### src/pmiob_cfg.svh
// Constants of the PMIC I/O and push-button block
`ifndef PMIOB_CFG_SVH
`define PMIOB_CFG_SVH
// APB register offsets
`define PMIOB_CTRL_OFF 12'h000
`define PMIOB_STAT_OFF 12'h004
`define PMIOB_RAIL_OFF 12'h008
// Control register fields
`define PMIOB_C_PIN1_OUTPUT_BIT 0
`define PMIOB_C_PIN2_OUTPUT_BIT 1
`define PMIOB_C_PIN3_OUTPUT_BIT 2
`define PMIOB_C_IO1SEL 3
`define PMIOB_C_BUF2 4
`define PMIOB_C_DC12 5
`define PMIOB_C_PBM 6
`define PMIOB_C_LONG 7
`define PMIOB_C_SEQ1 8
`define PMIOB_C_SEQ3 9
`define PMIOB_C_RAMP 10
`define PMIOB_CTRL_W 12
`define PMIOB_CTRL_RST 12'h007
// Status register fields
`define PMIOB_S_LEVEL 0
`define PMIOB_S_IRQ 1
`define PMIOB_S_RESET 2
`define PMIOB_S_PWR 3
`define PMIOB_S_STATE 4
// Rail default codes
`define PMIOB_R3_B0 6'h0C
`define PMIOB_R3_B1 6'h12
`define PMIOB_R3_B2 6'h18
`define PMIOB_R3_B4 6'h3D
`define PMIOB_R4_LOW 6'h32
`define PMIOB_R4_B4 6'h01
`define PMIOB_R4_B5 6'h07
`define PMIOB_R4_B6 6'h0D
`define PMIOB_R4_B7 6'h14
// Timing at the 32 kHz tick
`define PMIOB_CLK_HZ 20000000
`define PMIOB_SLOW_HZ 32768
`define PMIOB_TICK_DIV (`PMIOB_CLK_HZ / `PMIOB_SLOW_HZ)
`define PMIOB_PWRUP_MS 600
`define PMIOB_LONG8_MS 8000
`define PMIOB_LONG15_MS 15000
`define PMIOB_PDOWN_MS 500
`define PMIOB_WAKE_TICKS 5
`define PMIOB_MS2T(ms) (((ms) * `PMIOB_SLOW_HZ + 999) / 1000)
`endif

### src/pmiob_pkg.sv
// Types of the PMIC I/O and push-button block
package pmiob_pkg;
  typedef enum logic [1:0] {
    PMIOB_OFF,
    PMIOB_ACTIVE,
    PMIOB_DOWN
  } pmiob_state_e;
  typedef logic [5:0] pmiob_code_t;
endpackage

### src/pmiob_top.sv
// PMIC digital I/O, rail default selection and push-button logic
// What this block does
// - Band 0..7 loads rail three code 0C,12,18,programmed,3D,0C,0C,0C.
// - Bands 0..3 load rail four code 32; bands 4..7 load 01,07,0D,14.
// - Memory-reset mode off: pin one open-drain from its bit or sequencer.
// - Mode on, power good high: pin two follows pin one level.
// - Mode on, power good low: pin two low after reset, else held.
// - Mode off: pin two follows its own output bit.
// - Buffer type bit picks open-drain or push-pull for pin two.
// - Core reset off: pin three open-drain from its bit or sequencer.
// - Core reset on: pin three is an undriven active-low reset input.
// - Falling pin three restores only rail one and two codes.
// - Restored rails ramp to defaults at the set rate, staying on.
// - Power-up starts only after the button is low for 600 ms.
// - Active: every button level change raises a maskable interrupt.
// - A readable flag always shows the present button level.
// - Active: wake output low five slow cycles on each button fall.
// - Button low 8 s or 15 s disables rails and enters state_a.
// - After the 500 ms power-down the device restarts regardless.
// - Button kept low repeats the restart once per interval.
// - Host read clears event bits; persisting event sets them again.
//
// Implementation choices: the APB interface to the registers and the placing of the registers.
`timescale 1ns/100ps
`include "pmiob_cfg.svh"
module pmiob_top
  import pmiob_pkg::*;
#(
  parameter int TICK_DIV = `PMIOB_TICK_DIV,
  parameter int PWRUP_T = `PMIOB_MS2T(`PMIOB_PWRUP_MS),
  parameter int LONG8_T = `PMIOB_MS2T(`PMIOB_LONG8_MS),
  parameter int LONG15_T = `PMIOB_MS2T(`PMIOB_LONG15_MS),
  parameter int PDOWN_T = `PMIOB_MS2T(`PMIOB_PDOWN_MS),
  parameter logic [5:0] R3_PROG = 6'h24,
  parameter logic [5:0] R1_DEF = 6'h14,
  parameter logic [5:0] R2_DEF = 6'h0A
) (
  input wire logic CLK,
  input wire logic RST,
  input wire logic PSEL,
  input wire logic PENABLE,
  input wire logic PWRITE,
  input wire logic [11:0] PADDR,
  input wire logic [31:0] PWDATA,
  output logic [31:0] PRDATA,
  output logic PREADY,
  output logic PSLVERR,
  input wire logic [2:0] SEL_BAND,
  input wire logic POWER_GOOD,
  input wire logic SEQ_PIN1,
  input wire logic SEQ_PIN3,
  input wire logic PUSH_BUTTON_I,
  input wire logic IO_PIN_ONE_I,
  output logic IO_PIN_ONE_O,
  output logic IO_PIN_ONE_OE,
  output logic OUT_PIN_TWO_O,
  output logic OUT_PIN_TWO_OE,
  input wire logic IO_PIN_THREE_I,
  output logic IO_PIN_THREE_O,
  output logic IO_PIN_THREE_OE,
  output logic WAKE_PULSE_N,
  output logic IRQ_N,
  output logic RAILS_EN,
  output logic [5:0] RAIL1_CODE,
  output logic [5:0] RAIL2_CODE,
  output logic [5:0] RAIL3_CODE,
  output logic [5:0] RAIL4_CODE
);

  // ------------------------------------------------------------
  // Rail default decode
  // ------------------------------------------------------------
  function automatic pmiob_code_t r3_code(input logic [2:0] b);
    case (b)
      3'h1: r3_code = `PMIOB_R3_B1;
      3'h2: r3_code = `PMIOB_R3_B2;
      3'h3: r3_code = R3_PROG;
      3'h4: r3_code = `PMIOB_R3_B4;
      default: r3_code = `PMIOB_R3_B0;
    endcase
  endfunction

  function automatic pmiob_code_t r4_code(input logic [2:0] b);
    case (b)
      3'h4: r4_code = `PMIOB_R4_B4;
      3'h5: r4_code = `PMIOB_R4_B5;
      3'h6: r4_code = `PMIOB_R4_B6;
      3'h7: r4_code = `PMIOB_R4_B7;
      default: r4_code = `PMIOB_R4_LOW;
    endcase
  endfunction

  // ------------------------------------------------------------
  // Registers and bus
  // ------------------------------------------------------------
  logic [`PMIOB_CTRL_W-1:0] ctrl_r;
  logic irq_r, core_rst_evt_r, ramping_r;
  logic [5:0] r1_target_r, r2_target_r;
  pmiob_state_e state_r;
  logic btn_lvl, irq_set, rst_evt_set;

  wire acc = PSEL && PENABLE;
  wire wr = acc && PWRITE;
  wire rd_stat = acc && !PWRITE && PADDR == `PMIOB_STAT_OFF;
  wire mapped = PADDR == `PMIOB_CTRL_OFF || PADDR == `PMIOB_STAT_OFF ||
    PADDR == `PMIOB_RAIL_OFF;

  wire io1sel = ctrl_r[`PMIOB_C_IO1SEL];
  wire dc12 = ctrl_r[`PMIOB_C_DC12];

  // Zero-wait slave: answers in the first access cycle
  always_ff @(posedge CLK or posedge RST) begin
    if (RST) begin
      PREADY <= 1'b0;
      PSLVERR <= 1'b0;
      PRDATA <= 32'h0;
    end else begin
      PREADY <= PSEL && !PENABLE;
      PSLVERR <= PSEL && !PENABLE && !mapped;
      PRDATA <= 32'h0;
      if (PSEL && !PENABLE && !PWRITE) begin
        case (PADDR)
          `PMIOB_CTRL_OFF: PRDATA <= {20'h0, ctrl_r};
          `PMIOB_STAT_OFF: PRDATA <= {26'h0, state_r, ramping_r,
            core_rst_evt_r, irq_r, btn_lvl};
          `PMIOB_RAIL_OFF: PRDATA <= {8'h0, RAIL4_CODE, RAIL3_CODE,
            RAIL2_CODE, RAIL1_CODE};
          default: PRDATA <= 32'h0;
        endcase
      end
    end
  end

  // Access phase lasts one cycle, PREADY registered from setup
  wire done = acc && PREADY;

  always_ff @(posedge CLK or posedge RST) begin
    if (RST) begin
      ctrl_r <= `PMIOB_CTRL_RST;
    end else if (done && PWRITE && PADDR == `PMIOB_CTRL_OFF) begin
      ctrl_r <= PWDATA[`PMIOB_CTRL_W-1:0];
    end
  end

  // Event bits: a set in the same cycle as the read-clear wins
  always_ff @(posedge CLK or posedge RST) begin
    if (RST) begin
      irq_r <= 1'b0;
      core_rst_evt_r <= 1'b0;
    end else begin
      if (irq_set) irq_r <= 1'b1;
      else if (done && rd_stat) irq_r <= 1'b0;
      if (rst_evt_set) core_rst_evt_r <= 1'b1;
      else if (done && rd_stat) core_rst_evt_r <= 1'b0;
    end
  end

  always_ff @(posedge CLK or posedge RST) begin
    if (RST) IRQ_N <= 1'b1;
    else IRQ_N <= !(irq_r && !ctrl_r[`PMIOB_C_PBM]);
  end

  // ------------------------------------------------------------
  // 32 kHz tick and synchronisers
  // ------------------------------------------------------------
  logic [15:0] div_r;
  logic tick_r;
  always_ff @(posedge CLK or posedge RST) begin
    if (RST) begin
      div_r <= 16'h0;
      tick_r <= 1'b0;
    end else begin
      tick_r <= div_r == 16'(TICK_DIV - 1);
      div_r <= (div_r == 16'(TICK_DIV - 1)) ? 16'h0 : div_r + 16'h1;
    end
  end

  // Two flops per input so a slow edge never splits into two events
  logic pb_s1_r, pb_s2_r, pb_prev_r;
  logic p3_s1_r, p3_s2_r, p3_prev_r;
  always_ff @(posedge CLK or posedge RST) begin
    if (RST) begin
      pb_s1_r <= 1'b1;
      pb_s2_r <= 1'b1;
      p3_s1_r <= 1'b1;
      p3_s2_r <= 1'b1;
    end else begin
      pb_s1_r <= PUSH_BUTTON_I;
      pb_s2_r <= pb_s1_r;
      p3_s1_r <= IO_PIN_THREE_I;
      p3_s2_r <= p3_s1_r;
    end
  end
  assign btn_lvl = pb_s2_r;

  always_ff @(posedge CLK or posedge RST) begin
    if (RST) begin
      pb_prev_r <= 1'b1;
      p3_prev_r <= 1'b1;
    end else if (tick_r) begin
      pb_prev_r <= pb_s2_r;
      p3_prev_r <= p3_s2_r;
    end
  end
  wire pb_change = tick_r && (pb_s2_r != pb_prev_r);
  wire pb_fall = tick_r && pb_prev_r && !pb_s2_r;
  wire p3_fall = tick_r && p3_prev_r && !p3_s2_r && dc12;

  // ------------------------------------------------------------
  // Push-button state machine
  // ------------------------------------------------------------
  logic [19:0] hold_r;
  logic [19:0] down_r;
  wire [19:0] long_t = ctrl_r[`PMIOB_C_LONG] ? 20'(LONG15_T) :
    20'(LONG8_T);

  // Hold counter restarts on release and after each restart
  always_ff @(posedge CLK or posedge RST) begin
    if (RST) hold_r <= 20'h0;
    else if (tick_r) begin
      if (pb_s2_r || state_r == PMIOB_DOWN) hold_r <= 20'h0;
      else hold_r <= hold_r + 20'h1;
    end
  end

  always_ff @(posedge CLK or posedge RST) begin
    if (RST) begin
      state_r <= PMIOB_OFF;
      down_r <= 20'h0;
    end else if (tick_r) begin
      case (state_r)
        PMIOB_OFF: begin
          if (!pb_s2_r && hold_r >= 20'(PWRUP_T - 1))
            state_r <= PMIOB_ACTIVE;
        end
        PMIOB_ACTIVE: begin
          if (!pb_s2_r && hold_r >= long_t - 20'h1) begin
            state_r <= PMIOB_DOWN;
            down_r <= 20'h0;
          end
        end
        PMIOB_DOWN: begin
          down_r <= down_r + 20'h1;
          if (down_r >= 20'(PDOWN_T - 1))
            state_r <= PMIOB_ACTIVE;
        end
        default: state_r <= PMIOB_OFF;
      endcase
    end
  end

  wire active = state_r == PMIOB_ACTIVE;
  assign irq_set = active && pb_change;
  assign rst_evt_set = p3_fall;

  always_ff @(posedge CLK or posedge RST) begin
    if (RST) RAILS_EN <= 1'b0;
    else RAILS_EN <= active;
  end

  // Wake pulse: five slow ticks low on each falling button edge while active
  logic [2:0] wake_r;
  always_ff @(posedge CLK or posedge RST) begin
    if (RST) wake_r <= 3'h0;
    else if (tick_r) begin
      if (active && pb_fall) wake_r <= 3'(`PMIOB_WAKE_TICKS);
      else if (wake_r != 3'h0) wake_r <= wake_r - 3'h1;
    end
  end
  always_ff @(posedge CLK or posedge RST) begin
    if (RST) WAKE_PULSE_N <= 1'b1;
    else if (tick_r) WAKE_PULSE_N <= !(active && pb_fall) &&
      (wake_r <= 3'h1);
  end

  // ------------------------------------------------------------
  // Rail codes
  // ------------------------------------------------------------
  always_ff @(posedge CLK or posedge RST) begin
    if (RST) begin
      RAIL3_CODE <= 6'h0;
      RAIL4_CODE <= 6'h0;
    end else if (state_r == PMIOB_OFF || state_r == PMIOB_DOWN) begin
      RAIL3_CODE <= r3_code(SEL_BAND);
      RAIL4_CODE <= r4_code(SEL_BAND);
    end
  end

  // Software writes new targets; pin three falls restore defaults
  always_ff @(posedge CLK or posedge RST) begin
    if (RST) begin
      r1_target_r <= R1_DEF;
      r2_target_r <= R2_DEF;
    end else if (p3_fall || state_r == PMIOB_DOWN) begin
      r1_target_r <= R1_DEF;
      r2_target_r <= R2_DEF;
    end else if (done && PWRITE && PADDR == `PMIOB_RAIL_OFF) begin
      r1_target_r <= PWDATA[5:0];
      r2_target_r <= PWDATA[11:6];
    end
  end

  // One code step per 2^ramp slow ticks, rails never switched off
  logic [3:0] ramp_cnt_r;
  wire [3:0] ramp_lim = 4'(4'h1 << ctrl_r[`PMIOB_C_RAMP +: 2]);
  wire step = tick_r && ramp_cnt_r >= ramp_lim - 4'h1;
  always_ff @(posedge CLK or posedge RST) begin
    if (RST) ramp_cnt_r <= 4'h0;
    else if (tick_r) ramp_cnt_r <= step ? 4'h0 : ramp_cnt_r + 4'h1;
  end
  always_ff @(posedge CLK or posedge RST) begin
    if (RST) begin
      RAIL1_CODE <= R1_DEF;
      RAIL2_CODE <= R2_DEF;
    end else if (step) begin
      if (RAIL1_CODE < r1_target_r) RAIL1_CODE <= RAIL1_CODE + 6'h1;
      else if (RAIL1_CODE > r1_target_r) RAIL1_CODE <= RAIL1_CODE - 6'h1;
      if (RAIL2_CODE < r2_target_r) RAIL2_CODE <= RAIL2_CODE + 6'h1;
      else if (RAIL2_CODE > r2_target_r) RAIL2_CODE <= RAIL2_CODE - 6'h1;
    end
  end
  always_ff @(posedge CLK or posedge RST) begin
    if (RST) ramping_r <= 1'b0;
    else ramping_r <= RAIL1_CODE != r1_target_r ||
      RAIL2_CODE != r2_target_r;
  end

  // ------------------------------------------------------------
  // Pins
  // ------------------------------------------------------------
  logic pg_d_r, held_r;
  always_ff @(posedge CLK or posedge RST) begin
    if (RST) begin
      pg_d_r <= 1'b0;
      held_r <= 1'b0;
    end else begin
      pg_d_r <= POWER_GOOD;
      if (pg_d_r && !POWER_GOOD) held_r <= IO_PIN_ONE_I;
    end
  end

  wire pin1_bit = ctrl_r[`PMIOB_C_SEQ1] ? SEQ_PIN1 : ctrl_r[`PMIOB_C_PIN1_OUTPUT_BIT];
  wire pin3_bit = ctrl_r[`PMIOB_C_SEQ3] ? SEQ_PIN3 : ctrl_r[`PMIOB_C_PIN3_OUTPUT_BIT];
  wire pin2_lvl = !io1sel ? ctrl_r[`PMIOB_C_PIN2_OUTPUT_BIT] :
    (POWER_GOOD ? IO_PIN_ONE_I : held_r);

  always_ff @(posedge CLK or posedge RST) begin
    if (RST) begin
      IO_PIN_ONE_O <= 1'b0;
      IO_PIN_ONE_OE <= 1'b0;
      OUT_PIN_TWO_O <= 1'b0;
      OUT_PIN_TWO_OE <= 1'b1;
      IO_PIN_THREE_O <= 1'b0;
      IO_PIN_THREE_OE <= 1'b0;
    end else begin
      IO_PIN_ONE_O <= 1'b0;
      IO_PIN_ONE_OE <= !io1sel && !pin1_bit;
      OUT_PIN_TWO_O <= pin2_lvl;
      OUT_PIN_TWO_OE <= ctrl_r[`PMIOB_C_BUF2] || !pin2_lvl;
      IO_PIN_THREE_O <= 1'b0;
      IO_PIN_THREE_OE <= !dc12 && !pin3_bit;
    end
  end

  // ------------------------------------------------------------
  // Checks
  // ------------------------------------------------------------
  property p_pin3_quiet;
    @(posedge CLK) disable iff (RST) $past(dc12) |-> !IO_PIN_THREE_OE;
  endproperty
  a_pin3_quiet: assert property (p_pin3_quiet)
    else $error("pin three driven in reset mode");
  property p_pin1_quiet;
    @(posedge CLK) disable iff (RST) $past(io1sel) |-> !IO_PIN_ONE_OE;
  endproperty
  a_pin1_quiet: assert property (p_pin1_quiet)
    else $error("pin one driven in input mode");
  // Read data is loaded at setup, so it stands in the access cycle
  property p_flag;
    @(posedge CLK) disable iff (RST) rd_stat && PREADY |->
      PRDATA[`PMIOB_S_LEVEL] == $past(btn_lvl);
  endproperty
  a_flag: assert property (p_flag)
    else $error("level flag wrong");
  property p_irq;
    @(posedge CLK) disable iff (RST) irq_set |=> irq_r;
  endproperty
  a_irq: assert property (p_irq)
    else $error("button event lost");
  property p_wake;
    @(posedge CLK) disable iff (RST)
      tick_r && active && pb_fall |=> !WAKE_PULSE_N;
  endproperty
  a_wake: assert property (p_wake)
    else $error("wake pulse missing");
  property p_restore;
    @(posedge CLK) disable iff (RST)
      p3_fall |=> r1_target_r == R1_DEF && r2_target_r == R2_DEF;
  endproperty
  a_restore: assert property (p_restore)
    else $error("rail targets not restored");
  property p_pin2_od;
    @(posedge CLK) disable iff (RST)
      !ctrl_r[`PMIOB_C_BUF2] && $stable(ctrl_r) ##1 OUT_PIN_TWO_OE
        |-> !OUT_PIN_TWO_O;
  endproperty
  a_pin2_od: assert property (p_pin2_od)
    else $error("open-drain pin two driven high");
  property p_down;
    @(posedge CLK) disable iff (RST) state_r == PMIOB_DOWN |=> !RAILS_EN;
  endproperty
  a_down: assert property (p_down)
    else $error("rails on during power-down");

endmodule
### config.mk
export PLATFORM = sky130hd
export DESIGN_NAME = pmiob_top
export DESIGN_NICKNAME = d
export VERILOG_FILES = /design/src/pmiob_pkg.sv /design/src/pmiob_top.sv
export VERILOG_INCLUDE_DIRS = /design/src
export SDC_FILE = /design/constraint.sdc
export NUM_CORES = 1
export LEC_CHECK = 0
export BUFFER_PORTS_ARGS = -buffer_cell sky130_fd_sc_hd__buf_2
export CORE_AREA = 4 4 181 183
export CTS_CLUSTER_DIAMETER = 120
export CTS_CLUSTER_SIZE = 28
export DETAILED_ROUTE_END_ITERATION = 8
export DIE_AREA = 0 0 185 187
export PLACE_DENSITY = 0.5
export SLEW_MARGIN = 20
export SYNTH_ARGS = -nofsm -noshare
export SYNTH_HDL_FRONTEND = slang
export SYNTH_SLANG_ARGS = --single-unit
export TNS_END_PERCENT = 5
### constraint.sdc
create_clock -name CLK -period 5.25 [get_ports CLK]
set_input_delay 0.2625 -clock CLK [delete_from_list [all_inputs] [get_ports CLK]]
set_output_delay 0.2625 -clock CLK [all_outputs]
set_load 0.03 [all_outputs]
==> flow_summary_export.csv <==
group,metric,value,unit
grt,grt_pass1_wl,28300,um
cts,cts-root-buf,"clkbuf_16",
cts,cts.sinks,158,
run,maxCapViolCount,0,
worst_setup_path,crit_path_top_delay_cell,"dfstp_2",
worst_setup_path,crit_family,"compound AO/OA/AOI/OAI gates",
route,wl_per_cell,13.9,um
route,routed_wl,17200,um
worst_setup_path,slowest_delay,0.51,ns
timing,fin_crit_sh,55.1,%
layout,antenna_cells,0,
route,antenna_left,0,
layout,final-seq-area,3980,um^2
floorplan,fp.dieW,185,um
floorplan,initial_core_util,24.6,%
placement,portBuffers,94,
floorplan,io_pins,125,
yosys,synth_edf_count,0,
worst_setup_path,crit_fanout,7,
power_and_ir_drop,power_density,280,nW/um^2
timing,setup_viol,0,
power_and_ir_drop,intPower,0.00197,W
floorplan,core-area,31200,um^2
timing,maxSlewHeadroom,36.2,%
yosys,syn_inst,720,
cts,cts_made_buffers,17,
timing,grt_setup_unrepaired,"no",
power_and_ir_drop,peakVddDrop,0.145,mV
grt,grt_max_degree,64,
yosys,ys.flop_type,"dfrtp_1",
yosys,ys_warn_count,0,
worst_setup_path,required,5.61,ns
floorplan,dieHeight,187,um
worst_setup_path,crit_arrival,3.25,ns
power_and_ir_drop,p_comb_share,3.9,%
layout,n_fill_cell,3277,
grt,grt_usage,10.2,%
floorplan,dieArea,34600,um^2
placement,gp_congestion,0.740,
timing,finalSetupTns,0,ns
layout,fin_nets,916,
cts,path_clk_slew,0.07,ns
cts,worstSkewPairLatency,0.43,ns
cts,postCtsSetupBuffers,0,
floorplan,fp-row-count,65,
layout,final_cell_mix,"dfrtp_1 (138), buf_2 (94), nor2_1 (77), nand2_1 (60)",
yosys,synth-seq-cells,158,
power_and_ir_drop,clock_power_share,48.1,%
timing,fmax,0.346,GHz
layout,fin_util,29.4,%
yosys,syn_area,7690,um^2
timing,slew_violations,0,
grt,grt_pass1_vias,5385,
cts,cts_tree,"built",
cts,clk_path_buf_depth,2,
route,drc_errors,0,
route,vias_per_cell,4.34,
power_and_ir_drop,power.leakage,4.45,nW
power_and_ir_drop,p_sw_share,23.6,%
timing,tightest_slew,0.955,ns
layout,fin_area,9180,um^2
layout,drive_gt1_share,21.7,%
route,drt_iter0_markers,328,
yosys,synth-seq-area-share,51.7,%
yosys,syn_avg_cell_area,10.7,um^2
placement,dp_hpwl,12400,um
worst_setup_path,crit_chain,"inv_1 > ha_1 > nand4_1 > o21bai_1 > ha_1 > a211oi_1 > o21bai_1 > a21oi_1 > nand3b_1 > a21oi_1 > xor2_1",
layout,multiInputGateArea,3440,um^2
timing,fin_worst_skew,0.00959,ns
timing,fin_crit,2.89,ns
timing,final_hold_viol_count,0,
worst_setup_path,path_class,"reg -> reg",
yosys,ys_types,61,
grt,overflow,0,
hold_path,min_path_type,"in -> reg",
route,vias,5365,
cts,h-tree-depth,4,
power_and_ir_drop,switching_power,0.000606,W
route,dr.pass1.iters,6,
power_and_ir_drop,seqPwrFrac,48.0,%
yosys,async_flop_share,100,%
worst_setup_path,end_kind,"flop",
placement,placed_cell_area,8540,um^2
layout,final_common_cell,"dfrtp_1",
worst_setup_path,critical_path_buf_inv_count,1,
layout,syn2layout_area_growth,19.4,%
outcome,outcome,"finished clean",
grt,antenna_found_initial,0,
worst_setup_path,cp-start-kind,"flop",
## power by group through the flow
stage          Sequential [W]  Clock, W  Combinational, W
2_1_floorplan         0.00127         0         0.0000543
3_3_place_gp          0.00126         0         0.0000991
3_5_place_dp          0.00126         0         0.0000993
4_1_cts               0.00124   0.00128          0.000102
5_1_grt               0.00124   0.00133          0.000111
6_report              0.00124   0.00124         0.0000995
## state kept, by name (all words and copies together) (netlist names), 2 cells and up
name         flops
PRDATA          24
down_r          20
hold_r          20
div_r           16
ctrl_r          12
RAIL1_CODE       6
RAIL2_CODE       6
RAIL3_CODE       6
RAIL4_CODE       6
r1_target_r      6
r2_target_r      6
ramp_cnt_r       4
wake_r           3
state_r          2
## final cells by class
| type | instances | share of cell area (%) |
|---|---|---|
| well taps | 402 | 5.48 |
| repair buffers | 102 | 5.92 |
| flip-flops and latches | 158 | 43.3 |
| clock buffers | 18 | 4.67 |
| inverters | 33 | 1.40 |
| clock inverters | 14 | 1.69 |
| multi-input cells | 509 | 37.5 |
## per-stage QoR
step,hold slack [ns],instances,total power (W),setup WS [ns]
after floorplan,0.267,729,0.00132,0.757
after global placement,0.346,1199,0.00136,2.42
after detailed placement,0.347,1199,0.00136,2.40
after CTS,0.0155,1236,0.00262,2.38
after global routing,0.0373,1236,0.00268,2.13
final,0.0462,1236,0.00257,2.36
## synth_stat cells, types with 4 or more instances
| master | n | share of area [%] |
|---|---|---|
| a211oi_1 | 4 | 0.39 |
| a21o_1 | 8 | 0.78 |
| a21oi_1 | 24 | 1.6 |
| a22o_1 | 8 | 0.91 |
| a22oi_1 | 6 | 0.59 |
| a2bb2oi_1 | 4 | 0.46 |
| and2_1 | 14 | 1.1 |
| and3_1 | 11 | 0.90 |
| and4_1 | 4 | 0.46 |
| buf_2 | 6 | 0.39 |
| buf_4 | 11 | 1.1 |
| clkbuf_1 | 9 | 0.44 |
| dfrtp_1 | 138 | 45 |
| dfstp_2 | 20 | 6.8 |
| ha_1 | 35 | 5.7 |
| inv_1 | 33 | 1.6 |
| mux2_1 | 14 | 2.1 |
| mux2_2 | 18 | 2.6 |
| mux2i_1 | 9 | 1.2 |
| nand2_1 | 60 | 2.9 |
| nand2b_1 | 9 | 0.73 |
| nand3_1 | 30 | 2.0 |
| nand4_1 | 14 | 1.1 |
| nor2_1 | 78 | 3.8 |
| nor2b_1 | 5 | 0.41 |
| nor3_1 | 6 | 0.39 |
| nor4_1 | 5 | 0.41 |
| o21ai_0 | 28 | 1.8 |
| o21bai_1 | 4 | 0.39 |
| xnor2_1 | 24 | 2.7 |
| xor2_1 | 35 | 4.0 |
## cell families after synthesis
| family | share of synthesized area [%] |
|---|---|
| multiplexers | 5.86 |
| XOR/XNOR | 6.72 |
| adder cells (fa/ha/maj) | 6.22 |
| other | 0.0977 |
| AND/OR/NAND/NOR | 16.8 |
| buffers and inverters | 4.02 |
| flip-flops | 51.7 |
| AO/OA/AOI/OAI | 8.54 |
## metal layers
layer	vias to the layer above	wire length, um	global-route usage (%)
met5	-	0	0
met4	0	348	3.78
met3	20	900	2.88
met2	117	7630	15.6
met1	2578	8280	13.7
li1	2650	-	-
## final timing paths
kind,startpoint,to,slack [ns],depth (start not counted)
min in group asynchronous,RST,wake_r[1]$_DFFE_PP0P_,0.44,3
max in group asynchronous,RST,PRDATA[21]$_DFF_PP0_,3.59,4
max reg2reg,r2_target_r[3]$_DFFE_PP1P_,RAIL2_CODE[5]$_DFFE_PP0P_,2.36,11
min reg2reg,p3_s1_r$_DFF_PP1_,p3_s2_r$_DFF_PP1_,0.35,0
max,r2_target_r[3]$_DFFE_PP1P_,RAIL2_CODE[5]$_DFFE_PP0P_,2.36,11
min,SEQ_PIN3,IO_PIN_THREE_OE$_DFF_PP0_,0.05,2
## what timing repair did
item                                   in CTS  in global routing
resized for setup                           0                  0
endpoints found under the hold margin      44                  0
hold buffers                                5                  0
Note: power is estimated with default switching activity, not from simulation.
